$ cat config.mk
export PLATFORM = sky130hd
export DESIGN_NAME = bcbx_core
export DESIGN_NICKNAME = d
export VERILOG_FILES = /design/src/shared/bcbx_pkg.sv /design/src/bcbx_decode.sv /design/src/bcbx_core.sv
export VERILOG_INCLUDE_DIRS = /design/src /design/src/shared
export SDC_FILE = /design/constraint.sdc
export NUM_CORES = 1
export LEC_CHECK = 0
export ABC_AREA = 1
export BUFFER_PORTS_ARGS = -buffer_cell sky130_fd_sc_hd__buf_4
export CAP_MARGIN = 20
export CELL_PAD_IN_SITES_DETAIL_PLACEMENT = 1
export CELL_PAD_IN_SITES_GLOBAL_PLACEMENT = 2
export CORE_MARGIN = 10
export CORE_UTILIZATION = 32
export CTS_CLUSTER_SIZE = 20
export DETAILED_ROUTE_END_ITERATION = 10
export GPL_TIMING_DRIVEN = 0
export PLACE_DENSITY_LB_ADDON = 0.1
export SLEW_MARGIN = 20
export SYNTH_ARGS = -nofsm -noshare
export SYNTH_HDL_FRONTEND = slang
export SYNTH_HIERARCHICAL = 1
export SYNTH_SLANG_ARGS = --single-unit
$ cat constraint.sdc
create_clock -name i_clk -period 6.95 [get_ports i_clk]
set_clock_uncertainty 0.15 [all_clocks]
set_input_delay 0.695 -clock i_clk [delete_from_list [all_inputs] [get_ports i_clk]]
set_output_delay 0.695 -clock i_clk [all_outputs]
set_load 0.02 [all_outputs]
$ cat src/shared/bcbx_params.svh
`ifndef BCBX_PARAMS_SVH
`define BCBX_PARAMS_SVH

`define BCBX_PC_W 15
`define BCBX_LIT_W 11
`define BCBX_REL_W 9
`define BCBX_ACC_W 8
`define BCBX_ADDR_W 7
`define BCBX_BIT_W 3
`define BCBX_LATCH_W 7
`define BCBX_CALL_LATCH_MSB 6
`define BCBX_CALL_LATCH_LSB 3
`define BCBX_PC_RESET 15'h0000
`define BCBX_PC_STEP 15'h0001

`endif

$ cat src/shared/bcbx_pkg.sv
`include "bcbx_params.svh"

package bcbx_pkg;

  typedef enum logic [2:0]
  {
    OP_OTHER = 3'b000,
    OP_RELATIVE_JUMP = 3'b001,
    OP_JUMP_BY_ACCUMULATOR = 3'b010,
    OP_SET_BIT_OP = 3'b011,
    OP_SKIP_IF_BIT_LOW = 3'b100,
    OP_SKIP_IF_BIT_HIGH = 3'b101,
    OP_SUBROUTINE_CALL = 3'b110,
    OP_INDIRECT_SUBROUTINE_CALL = 3'b111
  } bcbx_op_t;

  typedef enum logic [1:0]
  {
    ST_EXEC = 2'b00,
    ST_BUBBLE = 2'b01,
    ST_SKIP = 2'b10
  } bcbx_state_t;

  typedef struct packed
  {
    bcbx_state_t state;
    logic [`BCBX_PC_W-1:0] pc;
    logic flush;
    logic push;
    logic [`BCBX_PC_W-1:0] push_addr;
    logic wr_en;
    logic [`BCBX_ADDR_W-1:0] wr_addr;
    logic [`BCBX_ACC_W-1:0] wr_data;
  } bcbx_regs_t;

endpackage

$ cat src/bcbx_decode.sv
`timescale 1ns/1ps
`include "bcbx_params.svh"

module bcbx_decode
(
  // Instruction
  input wire bcbx_pkg::bcbx_op_t i_op,
  input wire logic [`BCBX_LIT_W-1:0] i_lit,
  input wire logic [`BCBX_BIT_W-1:0] i_bit_sel,
  input wire logic [`BCBX_ACC_W-1:0] i_file_data,
  // Core state
  input wire logic [`BCBX_PC_W-1:0] i_pc,
  input wire logic [`BCBX_ACC_W-1:0] i_acc,
  input wire logic [`BCBX_LATCH_W-1:0] i_latch,
  // Decisions
  output logic o_jump,
  output logic o_push,
  output logic o_skip,
  output logic o_set,
  output logic [`BCBX_PC_W-1:0] o_target,
  output logic [`BCBX_ACC_W-1:0] o_set_data
);
  import bcbx_pkg::*;

  function automatic logic test_bit(input logic [`BCBX_ACC_W-1:0] data, input logic [`BCBX_BIT_W-1:0] sel);
    test_bit = data[sel];
  endfunction

  logic [`BCBX_PC_W-1:0] pc_inc;
  logic tested;

  assign pc_inc = i_pc + `BCBX_PC_STEP;
  assign tested = test_bit(i_file_data, i_bit_sel);

  always_comb
  begin
    o_jump = 1'b0;
    o_push = 1'b0;
    o_skip = 1'b0;
    o_set = 1'b0;
    o_target = pc_inc;
    o_set_data = i_file_data | (8'h01 << i_bit_sel);
    case (i_op)
      OP_RELATIVE_JUMP:
      begin
        o_jump = 1'b1;
        // The offset is signed, so the upper bits extend its sign.
        o_target = pc_inc + {{(`BCBX_PC_W-`BCBX_REL_W){i_lit[`BCBX_REL_W-1]}}, i_lit[`BCBX_REL_W-1:0]};
      end
      OP_JUMP_BY_ACCUMULATOR:
      begin
        o_jump = 1'b1;
        o_target = pc_inc + {{(`BCBX_PC_W-`BCBX_ACC_W){1'b0}}, i_acc};
      end
      OP_SET_BIT_OP:
      begin
        o_set = 1'b1;
      end
      OP_SKIP_IF_BIT_LOW:
      begin
        o_skip = !tested;
      end
      OP_SKIP_IF_BIT_HIGH:
      begin
        o_skip = tested;
      end
      OP_SUBROUTINE_CALL:
      begin
        o_jump = 1'b1;
        o_push = 1'b1;
        o_target = {i_latch[`BCBX_CALL_LATCH_MSB:`BCBX_CALL_LATCH_LSB], i_lit};
      end
      OP_INDIRECT_SUBROUTINE_CALL:
      begin
        o_jump = 1'b1;
        o_push = 1'b1;
        o_target = {i_latch, i_acc};
      end
      default:
      begin
        o_jump = 1'b0;
      end
    endcase
  end
endmodule

$ cat src/bcbx_core.sv
`timescale 1ns/1ps
`include "bcbx_params.svh"

module bcbx_core
(
  // Clock and reset
  input wire logic i_clk,
  input wire logic i_reset,
  // Instruction from the fetch unit, for the address on o_fetch_addr
  input wire logic i_valid,
  input wire bcbx_pkg::bcbx_op_t i_op,
  input wire logic [`BCBX_LIT_W-1:0] i_lit,
  input wire logic [`BCBX_ADDR_W-1:0] i_file_addr,
  input wire logic [`BCBX_BIT_W-1:0] i_bit_sel,
  input wire logic [`BCBX_ACC_W-1:0] i_file_data,
  // Core operands
  input wire logic [`BCBX_ACC_W-1:0] i_acc,
  input wire logic [`BCBX_LATCH_W-1:0] i_latch,
  // Fetch control
  output logic [`BCBX_PC_W-1:0] o_fetch_addr,
  output logic o_ready,
  output logic o_flush,
  // Return stack
  output logic o_push,
  output logic [`BCBX_PC_W-1:0] o_push_addr,
  // Data register write
  output logic o_wr_en,
  output logic [`BCBX_ADDR_W-1:0] o_wr_addr,
  output logic [`BCBX_ACC_W-1:0] o_wr_data
);
  import bcbx_pkg::*;

  // The counter wraps in its own width, so the carry out of the top bit is dropped.
  function automatic logic [`BCBX_PC_W-1:0] pc_plus_one(input logic [`BCBX_PC_W-1:0] pc);
    pc_plus_one = pc + `BCBX_PC_STEP;
  endfunction

  bcbx_regs_t r_reg;
  bcbx_regs_t r_next;
  logic dec_jump;
  logic dec_push;
  logic dec_skip;
  logic dec_set;
  logic [`BCBX_PC_W-1:0] dec_target;
  logic [`BCBX_ACC_W-1:0] dec_set_data;
  logic exec;

  bcbx_decode u_decode
  (
    .i_op(i_op),
    .i_lit(i_lit),
    .i_bit_sel(i_bit_sel),
    .i_file_data(i_file_data),
    .i_pc(r_reg.pc),
    .i_acc(i_acc),
    .i_latch(i_latch),
    .o_jump(dec_jump),
    .o_push(dec_push),
    .o_skip(dec_skip),
    .o_set(dec_set),
    .o_target(dec_target),
    .o_set_data(dec_set_data)
  );

  // An instruction is only executed in the normal state; the bubble ignores the inputs.
  assign exec = i_valid && (r_reg.state == ST_EXEC);

  always_comb
  begin
    r_next = r_reg;
    r_next.flush = 1'b0;
    r_next.push = 1'b0;
    r_next.wr_en = 1'b0;
    case (r_reg.state)
      ST_EXEC:
      begin
        if (i_valid)
        begin
          if (dec_jump)
          begin
            // The fetched successor is dropped, which costs the second cycle.
            r_next.pc = dec_target;
            r_next.state = ST_BUBBLE;
            r_next.flush = 1'b1;
            r_next.push = dec_push;
            r_next.push_addr = pc_plus_one(r_reg.pc);
          end
          else
          begin
            r_next.pc = pc_plus_one(r_reg.pc);
            if (dec_skip)
            begin
              r_next.state = ST_SKIP;
            end
            if (dec_set)
            begin
              r_next.wr_en = 1'b1;
              r_next.wr_addr = i_file_addr;
              r_next.wr_data = dec_set_data;
            end
          end
        end
      end
      ST_BUBBLE:
      begin
        r_next.state = ST_EXEC;
      end
      ST_SKIP:
      begin
        // The skipped instruction is consumed as a no-operation.
        if (i_valid)
        begin
          r_next.pc = pc_plus_one(r_reg.pc);
          r_next.state = ST_EXEC;
        end
      end
      default:
      begin
        r_next.state = ST_EXEC;
      end
    endcase
  end

  always_ff @(posedge i_clk or posedge i_reset)
  begin
    if (i_reset)
    begin
      r_reg.state <= ST_EXEC;
      r_reg.pc <= `BCBX_PC_RESET;
      r_reg.flush <= 1'b0;
      r_reg.push <= 1'b0;
      r_reg.push_addr <= `BCBX_PC_RESET;
      r_reg.wr_en <= 1'b0;
      r_reg.wr_addr <= 7'h00;
      r_reg.wr_data <= 8'h00;
    end
    else
    begin
      r_reg <= r_next;
    end
  end

  assign o_fetch_addr = r_reg.pc;
  assign o_ready = (r_reg.state != ST_BUBBLE);
  assign o_flush = r_reg.flush;
  assign o_push = r_reg.push;
  assign o_push_addr = r_reg.push_addr;
  assign o_wr_en = r_reg.wr_en;
  assign o_wr_addr = r_reg.wr_addr;
  assign o_wr_data = r_reg.wr_data;
endmodule

==> metrics.txt, run 1 <==
outcome=finished clean; Slew @ Worst Pin=0.784 ns; commonest non-fill, non-tap cells in the layout=nand2_1 (208), buf_4 (145), inv_1 (76), dfrtp_1 (50), nand3_1 (46); Setup violations, final=0; fin crit share=53.3%; die height=138 um; crit-path max FO=10; first-pass GRT wire length=24600 um; antenna diode count=0; port bufs=98; Rows=43; Synth warnings=6; CP max stage delay=0.39 ns; crit-path cells=buf_4, inv_1, nand3_1, buf_2, mux2_2, ha_1, nand3_1, nand2_1, inv_1, o221ai_1, nand2_1, nand2_2, nand2_1, nand2_1, nand2_1, nand3_1, nand2_1, o21ai_0, inv_1, nand2_1, nand2_1; Starting Density=32.5%; WL per Instance=15.7 um; Seq. cell area=1250 sq um; Yosys top cell area share=27.9%; nets@finish=838; CTS tree=yes; dpl cell area=5470 sq um; cell area after layout=5640 sq um; gr usage total=15.3%; post-DR vias/cell=4.79; Die X-Extent=138 um; # hold bufs at CTS=0; HPWL after detailed placement=12400 um; CP Class=in2reg; Seq/Total Area, Yosys=27.9%; startpoint types=input pin; cell repeated most along the worst path=nand2_1; Area growth, synth to finish=25.6%; Tmin final=3.71 ns; Fin. Hold Viols=0; die footprint=19200 sq um; Max Cap Viol=0; Worst R2R End=o_fetch_addr[12]; max-slew violations=0; RR Startpoint=o_fetch_addr[0]; Crit path buffers/inverters=5; placer's final routability congestion estimate=0.863; top cell type by total area after synthesis=dfrtp_1; Pre-antenna DRT Iters=4; Syn Nets=732; Filler Cells Inserted=1789; clock sink count=50; critical path depth=21; achievable clock frequency=270 MHz; Root Driver=clkbuf_16; Netlist Area Pre-Place=4490 sq um; Yosys cell types=44; Crit-path slowest cell=ha_1; initial antenna violation count=0; cells resized by post-CTS repair=0; vias in the first global route=4714; multi-input logic area=2500 sq um; Reg clk slew, reported paths=0.07 ns; total I/O pin count=99; Critical Path RT=6.98 ns; power per cell area=309 nW/um^2; pin count of the biggest net entering global routing=29; Routed Antenna Nets=0; LEAKAGE=3.01 nW; core box area=13800 sq um; unrepaired setup endpoints after global routing=no; setup TNS=0 ns; Worst slew margin=47.5%; drt drc=0; layout cells sized above 1=26.9%; mean area per synthesized cell=6.77 sq um; cell count after synthesis=663; Peak VDD IR=0.138 mV; largest buffer count on any clock path=2; Top Family by Delay on Critical Path=simple AND/OR/NAND/NOR gates; R2R Setup Slk=3.37 ns; drt initial violations=208; R2R depth=22; vias=4547; Routed Wire Length=14900 um; grt total ovfl=0; Setup crit start=i_op[2]; H-tree levels=2; WP data arrival=3.74 ns; Seq cells post-synth=50; CTS buffer count=5; Area contributors post-synth=dfrtp_1 (28%), nand2_1 (17%), buf_4 (7.9%), inv_1 (6.4%), nand3_1 (5.1%); Clk Latency, worst-skew pair=0.29 ns; critical path capture point type=register; Post-CTS Setup Bufs=0; worst setup path end=o_fetch_addr[11]; Min-Delay Path Class=in2async; commonest non-fill, non-tap cell in the layout=nand2_1
[area by class of cell]
| cell class | count | area share [%] |
|---|---|---|
| Multi-Input combinational cell | 471 | 44.3 |
| Sequential cell | 50 | 22.2 |
| Timing Repair Buffer | 99 | 13.4 |
| Buffer | 56 | 7.41 |
| Inverter | 86 | 5.73 |
| Tap cell | 180 | 3.99 |
| Clock buffer | 6 | 2.29 |
| Clock inverter | 2 | 0.666 |
[report_power, final]
group | total (W) | switching, W | internal [W]
sequential | 0.000484 | 0.000110 | 0.000374
clock | 0.000283 | 0.000113 | 0.000170
combinational | 0.000974 | 0.000543 | 0.000431
[how the worst min path moves through the flow]
stage | startpoint | endpoint | slack (ns) | cells after the start
2_1_floorplan | o_push_addr[1] | o_push_addr[1] | 0.29 | 2
3_3_place_gp | o_push_addr[1] | o_push_addr[1] | 0.31 | 2
3_5_place_dp | o_push_addr[1] | o_push_addr[1] | 0.31 | 2
4_1_cts | i_reset | o_wr_addr[3] | 0.32 | 2
5_1_grt | i_reset | o_wr_addr[3] | 0.33 | 2
6_report | i_reset | o_push_addr[11] | 0.30 | 2
[kinds of logic after synthesis]
| group | after synthesis | synth area share [%] |
|---|---|---|
| AND/OR/NAND/NOR | 341 | 33.8 |
| buffers and inverters | 142 | 16.5 |
| AO/OA/AOI/OAI | 93 | 12.6 |
| flip-flops | 50 | 27.9 |
| adder cells (fa/ha/maj) | 19 | 5.46 |
| XOR/XNOR | 13 | 2.54 |
| multiplexers | 5 | 1.25 |
[routing by layer]
metal | share of wire [%] | global-route usage (%)
met5 | 0 | 0
met2 | 47 | 24.7
met3 | 4.0 | 2.71
met1 | 48 | 20.3
met4 | 1.5 | 4.33
[per-stage QoR]
| step | total power (W) | instances | hold WS, ns | util [%] | setup slack, ns |
|---|---|---|---|---|---|
| 6_report | 0.00174 | 950 | 0.298 | 40.8 | 3.24 |
| 5_1_grt | 0.00189 | 950 | 0.334 | 40.8 | 2.87 |
| 2_1_floorplan | 0.00114 | 663 | 0.293 | - | 3.63 |
| 4_1_cts | 0.00176 | 950 | 0.320 | 40.8 | 3.29 |
| 3_3_place_gp | 0.00145 | 941 | 0.309 | 39.4 | 3.02 |
| 3_5_place_dp | 0.00147 | 942 | 0.310 | 39.6 | 2.98 |
[cells in the mapped netlist, drive strengths merged]
library cell,instances
a21oi,16
o21ai,37
nand3,49
ha,18
inv,85
dfrtp,50
clkbuf,3
xor2,9
a31oi,6
nand3b,1
clkinv,1
fa,1
a41oi,1
mux2,5
nor3,7
o21bai,5
o2111ai,2
a22oi,8
a221oi,1
o22ai,7
o221ai,2
nand2,222
nand4,11
o211ai,6
nor2,46
xnor2,4
or2,5
buf,53
o31ai,2
[worst reg2reg max path, cell delays in order, from the launching register on]
cell	delay [ns]
dfrtp_1	0.60
ha_1	0.30
nand3_1	0.11
xor2_1	0.26
inv_1	0.08
ha_1	0.36
nand2_1	0.09
nor3_1	0.13
nor2_1	0.09
nor2_1	0.14
nand3_1	0.09
nand2_1	0.13
nand2_2	0.08
nand2_4	0.08
nand2_1	0.07
nand2_1	0.06
nand2_1	0.05
nand3_1	0.10
nand2_1	0.10
o21ai_0	0.20
inv_1	0.07
nand2_1	0.06
o21ai_0	0.07
No activity file was read; power rests on OpenSTA's default activity.
==> run 2, diff against run 1 <==
--- a/config.mk
+++ b/config.mk
@@ -6,13 +6,13 @@
 export SDC_FILE = /design/constraint.sdc
 export NUM_CORES = 1
 export LEC_CHECK = 0
-export ABC_AREA = 1
+export ABC_AREA = 0
 export BUFFER_PORTS_ARGS = -buffer_cell sky130_fd_sc_hd__buf_4
 export CAP_MARGIN = 20
 export CELL_PAD_IN_SITES_DETAIL_PLACEMENT = 1
 export CELL_PAD_IN_SITES_GLOBAL_PLACEMENT = 2
 export CORE_MARGIN = 10
-export CORE_UTILIZATION = 32
+export CORE_UTILIZATION = 30
 export CTS_CLUSTER_SIZE = 20
 export DETAILED_ROUTE_END_ITERATION = 10
 export GPL_TIMING_DRIVEN = 0
==> constraint.sdc (replaced) <==
create_clock -name i_clk -period 3.4 [get_ports i_clk]
set_clock_uncertainty 0.15 [all_clocks]
set_input_delay 0.34 -clock i_clk [delete_from_list [all_inputs] [get_ports i_clk]]
set_output_delay 0.34 -clock i_clk [all_outputs]
set_load 0.02 [all_outputs]
==> run 2 against run 1 <==
The run now ends with negative hold slack left; utilization is 0.40 points lower; synthesized cell count is 20% lower; total power rose by 140%; global-route usage decreased by 0.79 points; sequential share of layout area shrank 1.7 points; critical path type unchanged; largest power group unchanged; highest routed layer unchanged.
==> metrics.txt, run 2 <==
Setup crit start=i_op[0]; pre-CTS WS=-0.675 ns; nets@finish=723; R2R Setup Slk=0.12 ns; die footprint=21100 sq um; Top Family by Delay on Critical Path=compound AO/OA/AOI/OAI gates; commonest non-fill, non-tap cells in the layout=buf_4 (163), nand2_1 (48), dfrtp_1 (39), a21oi_1 (30); # hold bufs at CTS=0; LEAKAGE=2.78 nW; Filler Cells Inserted=1790; startpoint types=input pin; Worst R2R End=o_fetch_addr[10]; # placed instances=835; Seq cells post-synth=50; Min-Delay Path Class=in2async; H-tree levels=2; Seq/Total Area, Yosys=26.6%; ys flop type=dfrtp_1; outcome=finished, violations left; CP Class=in2reg; count leader, synth=dfrtp_1; mean area per synthesized cell=8.89 sq um; Max Cap Viol=0; worst setup path end=o_fetch_addr[10]; RR Startpoint=o_fetch_addr[0]; pin count of the biggest net entering global routing=51; critical path capture point type=register; asr flop ratio synth=100%; Post-synth top cells=dfrtp_1 (50), nand2_1 (48), buf_4 (46); post-route setup slack=0.0208 ns; number of synthesized flops with an enable pin=0; WP data arrival=3.41 ns; Netlist Area Pre-Place=4700 sq um; failing checks=negative hold slack; Area contributors post-synth=dfrtp_1 (27%), buf_4 (7.3%), mux2_2 (5.3%), ha_1 (4.8%), xnor2_1 (3.9%); Yosys cell types=73; Pre-antenna DRT Iters=4; initial antenna violation count=0; largest buffer count on any clock path=2; Tmin final=3.38 ns; total I/O pin count=99; CTS buffer count=5; Rows=45; Clk Latency, worst-skew pair=0.29 ns; Root Driver=clkbuf_16; commonest non-fill, non-tap cell in the layout=buf_4; Fin Hold WS=-0.00905 ns; Synth warnings=6; drt initial violations=138; dpl cell area=5700 sq um; grt total ovfl=0; WL per Instance=18.1 um; Setup violations, final=0; layout cells sized above 1=40.0%; core box area=15300 sq um; crit-path max FO=9; placer's final routability congestion estimate=0.821; CP max stage delay=0.35 ns; Area growth, synth to finish=31.0%; clock sink count=50; fin crit share=99.4%; HPWL after detailed placement=12300 um; crit-path cells=buf_6, nor3b_4, buf_4, mux2_4, ha_2, fa_2, a21o_1, a21oi_2, o21bai_1, a21oi_2, o31a_1, buf_4, o211ai_1, a31o_1, nand4_1, nor3b_1, nor3_1; Starting Density=30.8%; fin cells=866; cell count after synthesis=529; Slew @ Worst Pin=0.650 ns; die height=145 um; Reg clk slew, reported paths=0.07 ns; post-DR vias/cell=5.01; R2R depth=14; power per cell area=686 nW/um^2; Yosys top cell area share=26.6%; cell area after layout=6160 sq um; max-slew violations=0; gr usage total=14.5%; Syn Nets=598; Power, Total=0.00422 W; port bufs=95; first-pass GRT wire length=25400 um; Crit-path slowest cell=fa_2; achievable clock frequency=296 MHz; Die X-Extent=145 um; Routed Antenna Nets=0; unrepaired setup endpoints after global routing=yes; Crit path buffers/inverters=3; CTS tree=yes; Peak VDD IR=0.251 mV; antenna diode count=0; Routed Wire Length=15600 um; top cell type by total area after synthesis=dfrtp_1; drt drc=0; Critical Path RT=3.43 ns; vias=4339; vias in the first global route=4593; Fin. Hold Viols=13; critical path depth=17; Worst slew margin=56.7%
==> run 2: cell types whose count changed in the layout (fill, tap and decap cells not counted), moves of 16 or more <==
cell / before / now
buf_4: 145 / 163
nand3_1: 46 / 20
mux2_2: 5 / 21
nand2_1: 208 / 48
nor2_1: 41 / 19
o21ai_0: 33 / 13
inv_1: 76 / 21
==> run 2: area by class of cell <==
class / count / area [sq um] / share of cell area, %
Tap cell: 211 / 264 / 4.29
Clock inverter: 3 / 28.8 / 0.467
Multi-Input combinational cell: 383 / 3030 / 49.1
Inverter: 22 / 85.1 / 1.38
Clock buffer: 5 / 125 / 2.03
Timing Repair Buffer: 118 / 890 / 14.4
Sequential cell: 50 / 1260 / 20.5
Buffer: 74 / 475 / 7.72
==> run 2: report_power, final <==
| part | total [W] | leakage, nW | switching, W | internal [W] |
|---|---|---|---|---|
| logic | 0.00275 | 2.09 | 0.00145 | 0.00130 |
| clock network | 0.000524 | 0.0759 | 0.000243 | 0.000281 |
| registers | 0.000948 | 0.614 | 0.000167 | 0.000781 |
| total | 0.00422 | 2.78 | 0.00186 | 0.00236 |
==> run 2: kinds of logic (layout without fill, tap and decap cells) <==
group	Yosys count	after routing	share of synthesized area (%)
muxes	48	48	11.7
and+or+nand+nor	152	152	18.9
adders and majority gates	19	19	5.21
AOI/OAI and AO/OA	125	125	17.7
buffers and inverters	96	222	11.9
xor gates and xnor gates	39	39	8.01
DFF	50	50	26.6
==> run 2: how the worst min path moves through the flow <==
| stage | from | endpoint | slack [ns] | cells after the start |
|---|---|---|---|---|
| after floorplan | o_push_addr[1] | o_push_addr[1] | 0.30 | 2 |
| after global placement | o_push_addr[0] | o_push_addr[0] | 0.31 | 2 |
| after detailed placement | o_push_addr[0] | o_push_addr[0] | 0.32 | 2 |
| after CTS | i_reset | o_push_addr[6] | 0.03 | 2 |
| after global routing | i_reset | o_push_addr[6] | 0.05 | 2 |
| final | i_reset | o_fetch_addr[13] | -0.009 | 2 |
==> run 2: per-stage QoR <==
stage / TNS (ns) / utilization (%) / hold WS (ns)
after detailed placement: -3.29 / 37.4 / 0.321
final: 0 / 40.4 / -0.00905
after global routing: -0.283 / 40.4 / 0.0492
after floorplan: -0.0496 / - / 0.297
after CTS: 0 / 39.6 / 0.0295
after global placement: -2.77 / 37.3 / 0.313
==> run 2: what timing repair did <==
| item | in CTS | in global routing |
|---|---|---|
| buffers inserted | 18 | 5 |
| resized for setup | 17 | 16 |
| endpoints found under the setup margin | 9 | 8 |
| pin swaps | 7 | 12 |
==> run 2: layer usage <==
metal | global-route usage, % | up-vias | part of all wire (%)
met3 | 2.30 | 10 | 3.2
li1 | - | 2110 | -
met2 | 23.2 | 78 | 47
met4 | 3.84 | 0 | 1.1
met1 | 19.8 | 2141 | 49
met5 | 0 | - | 0
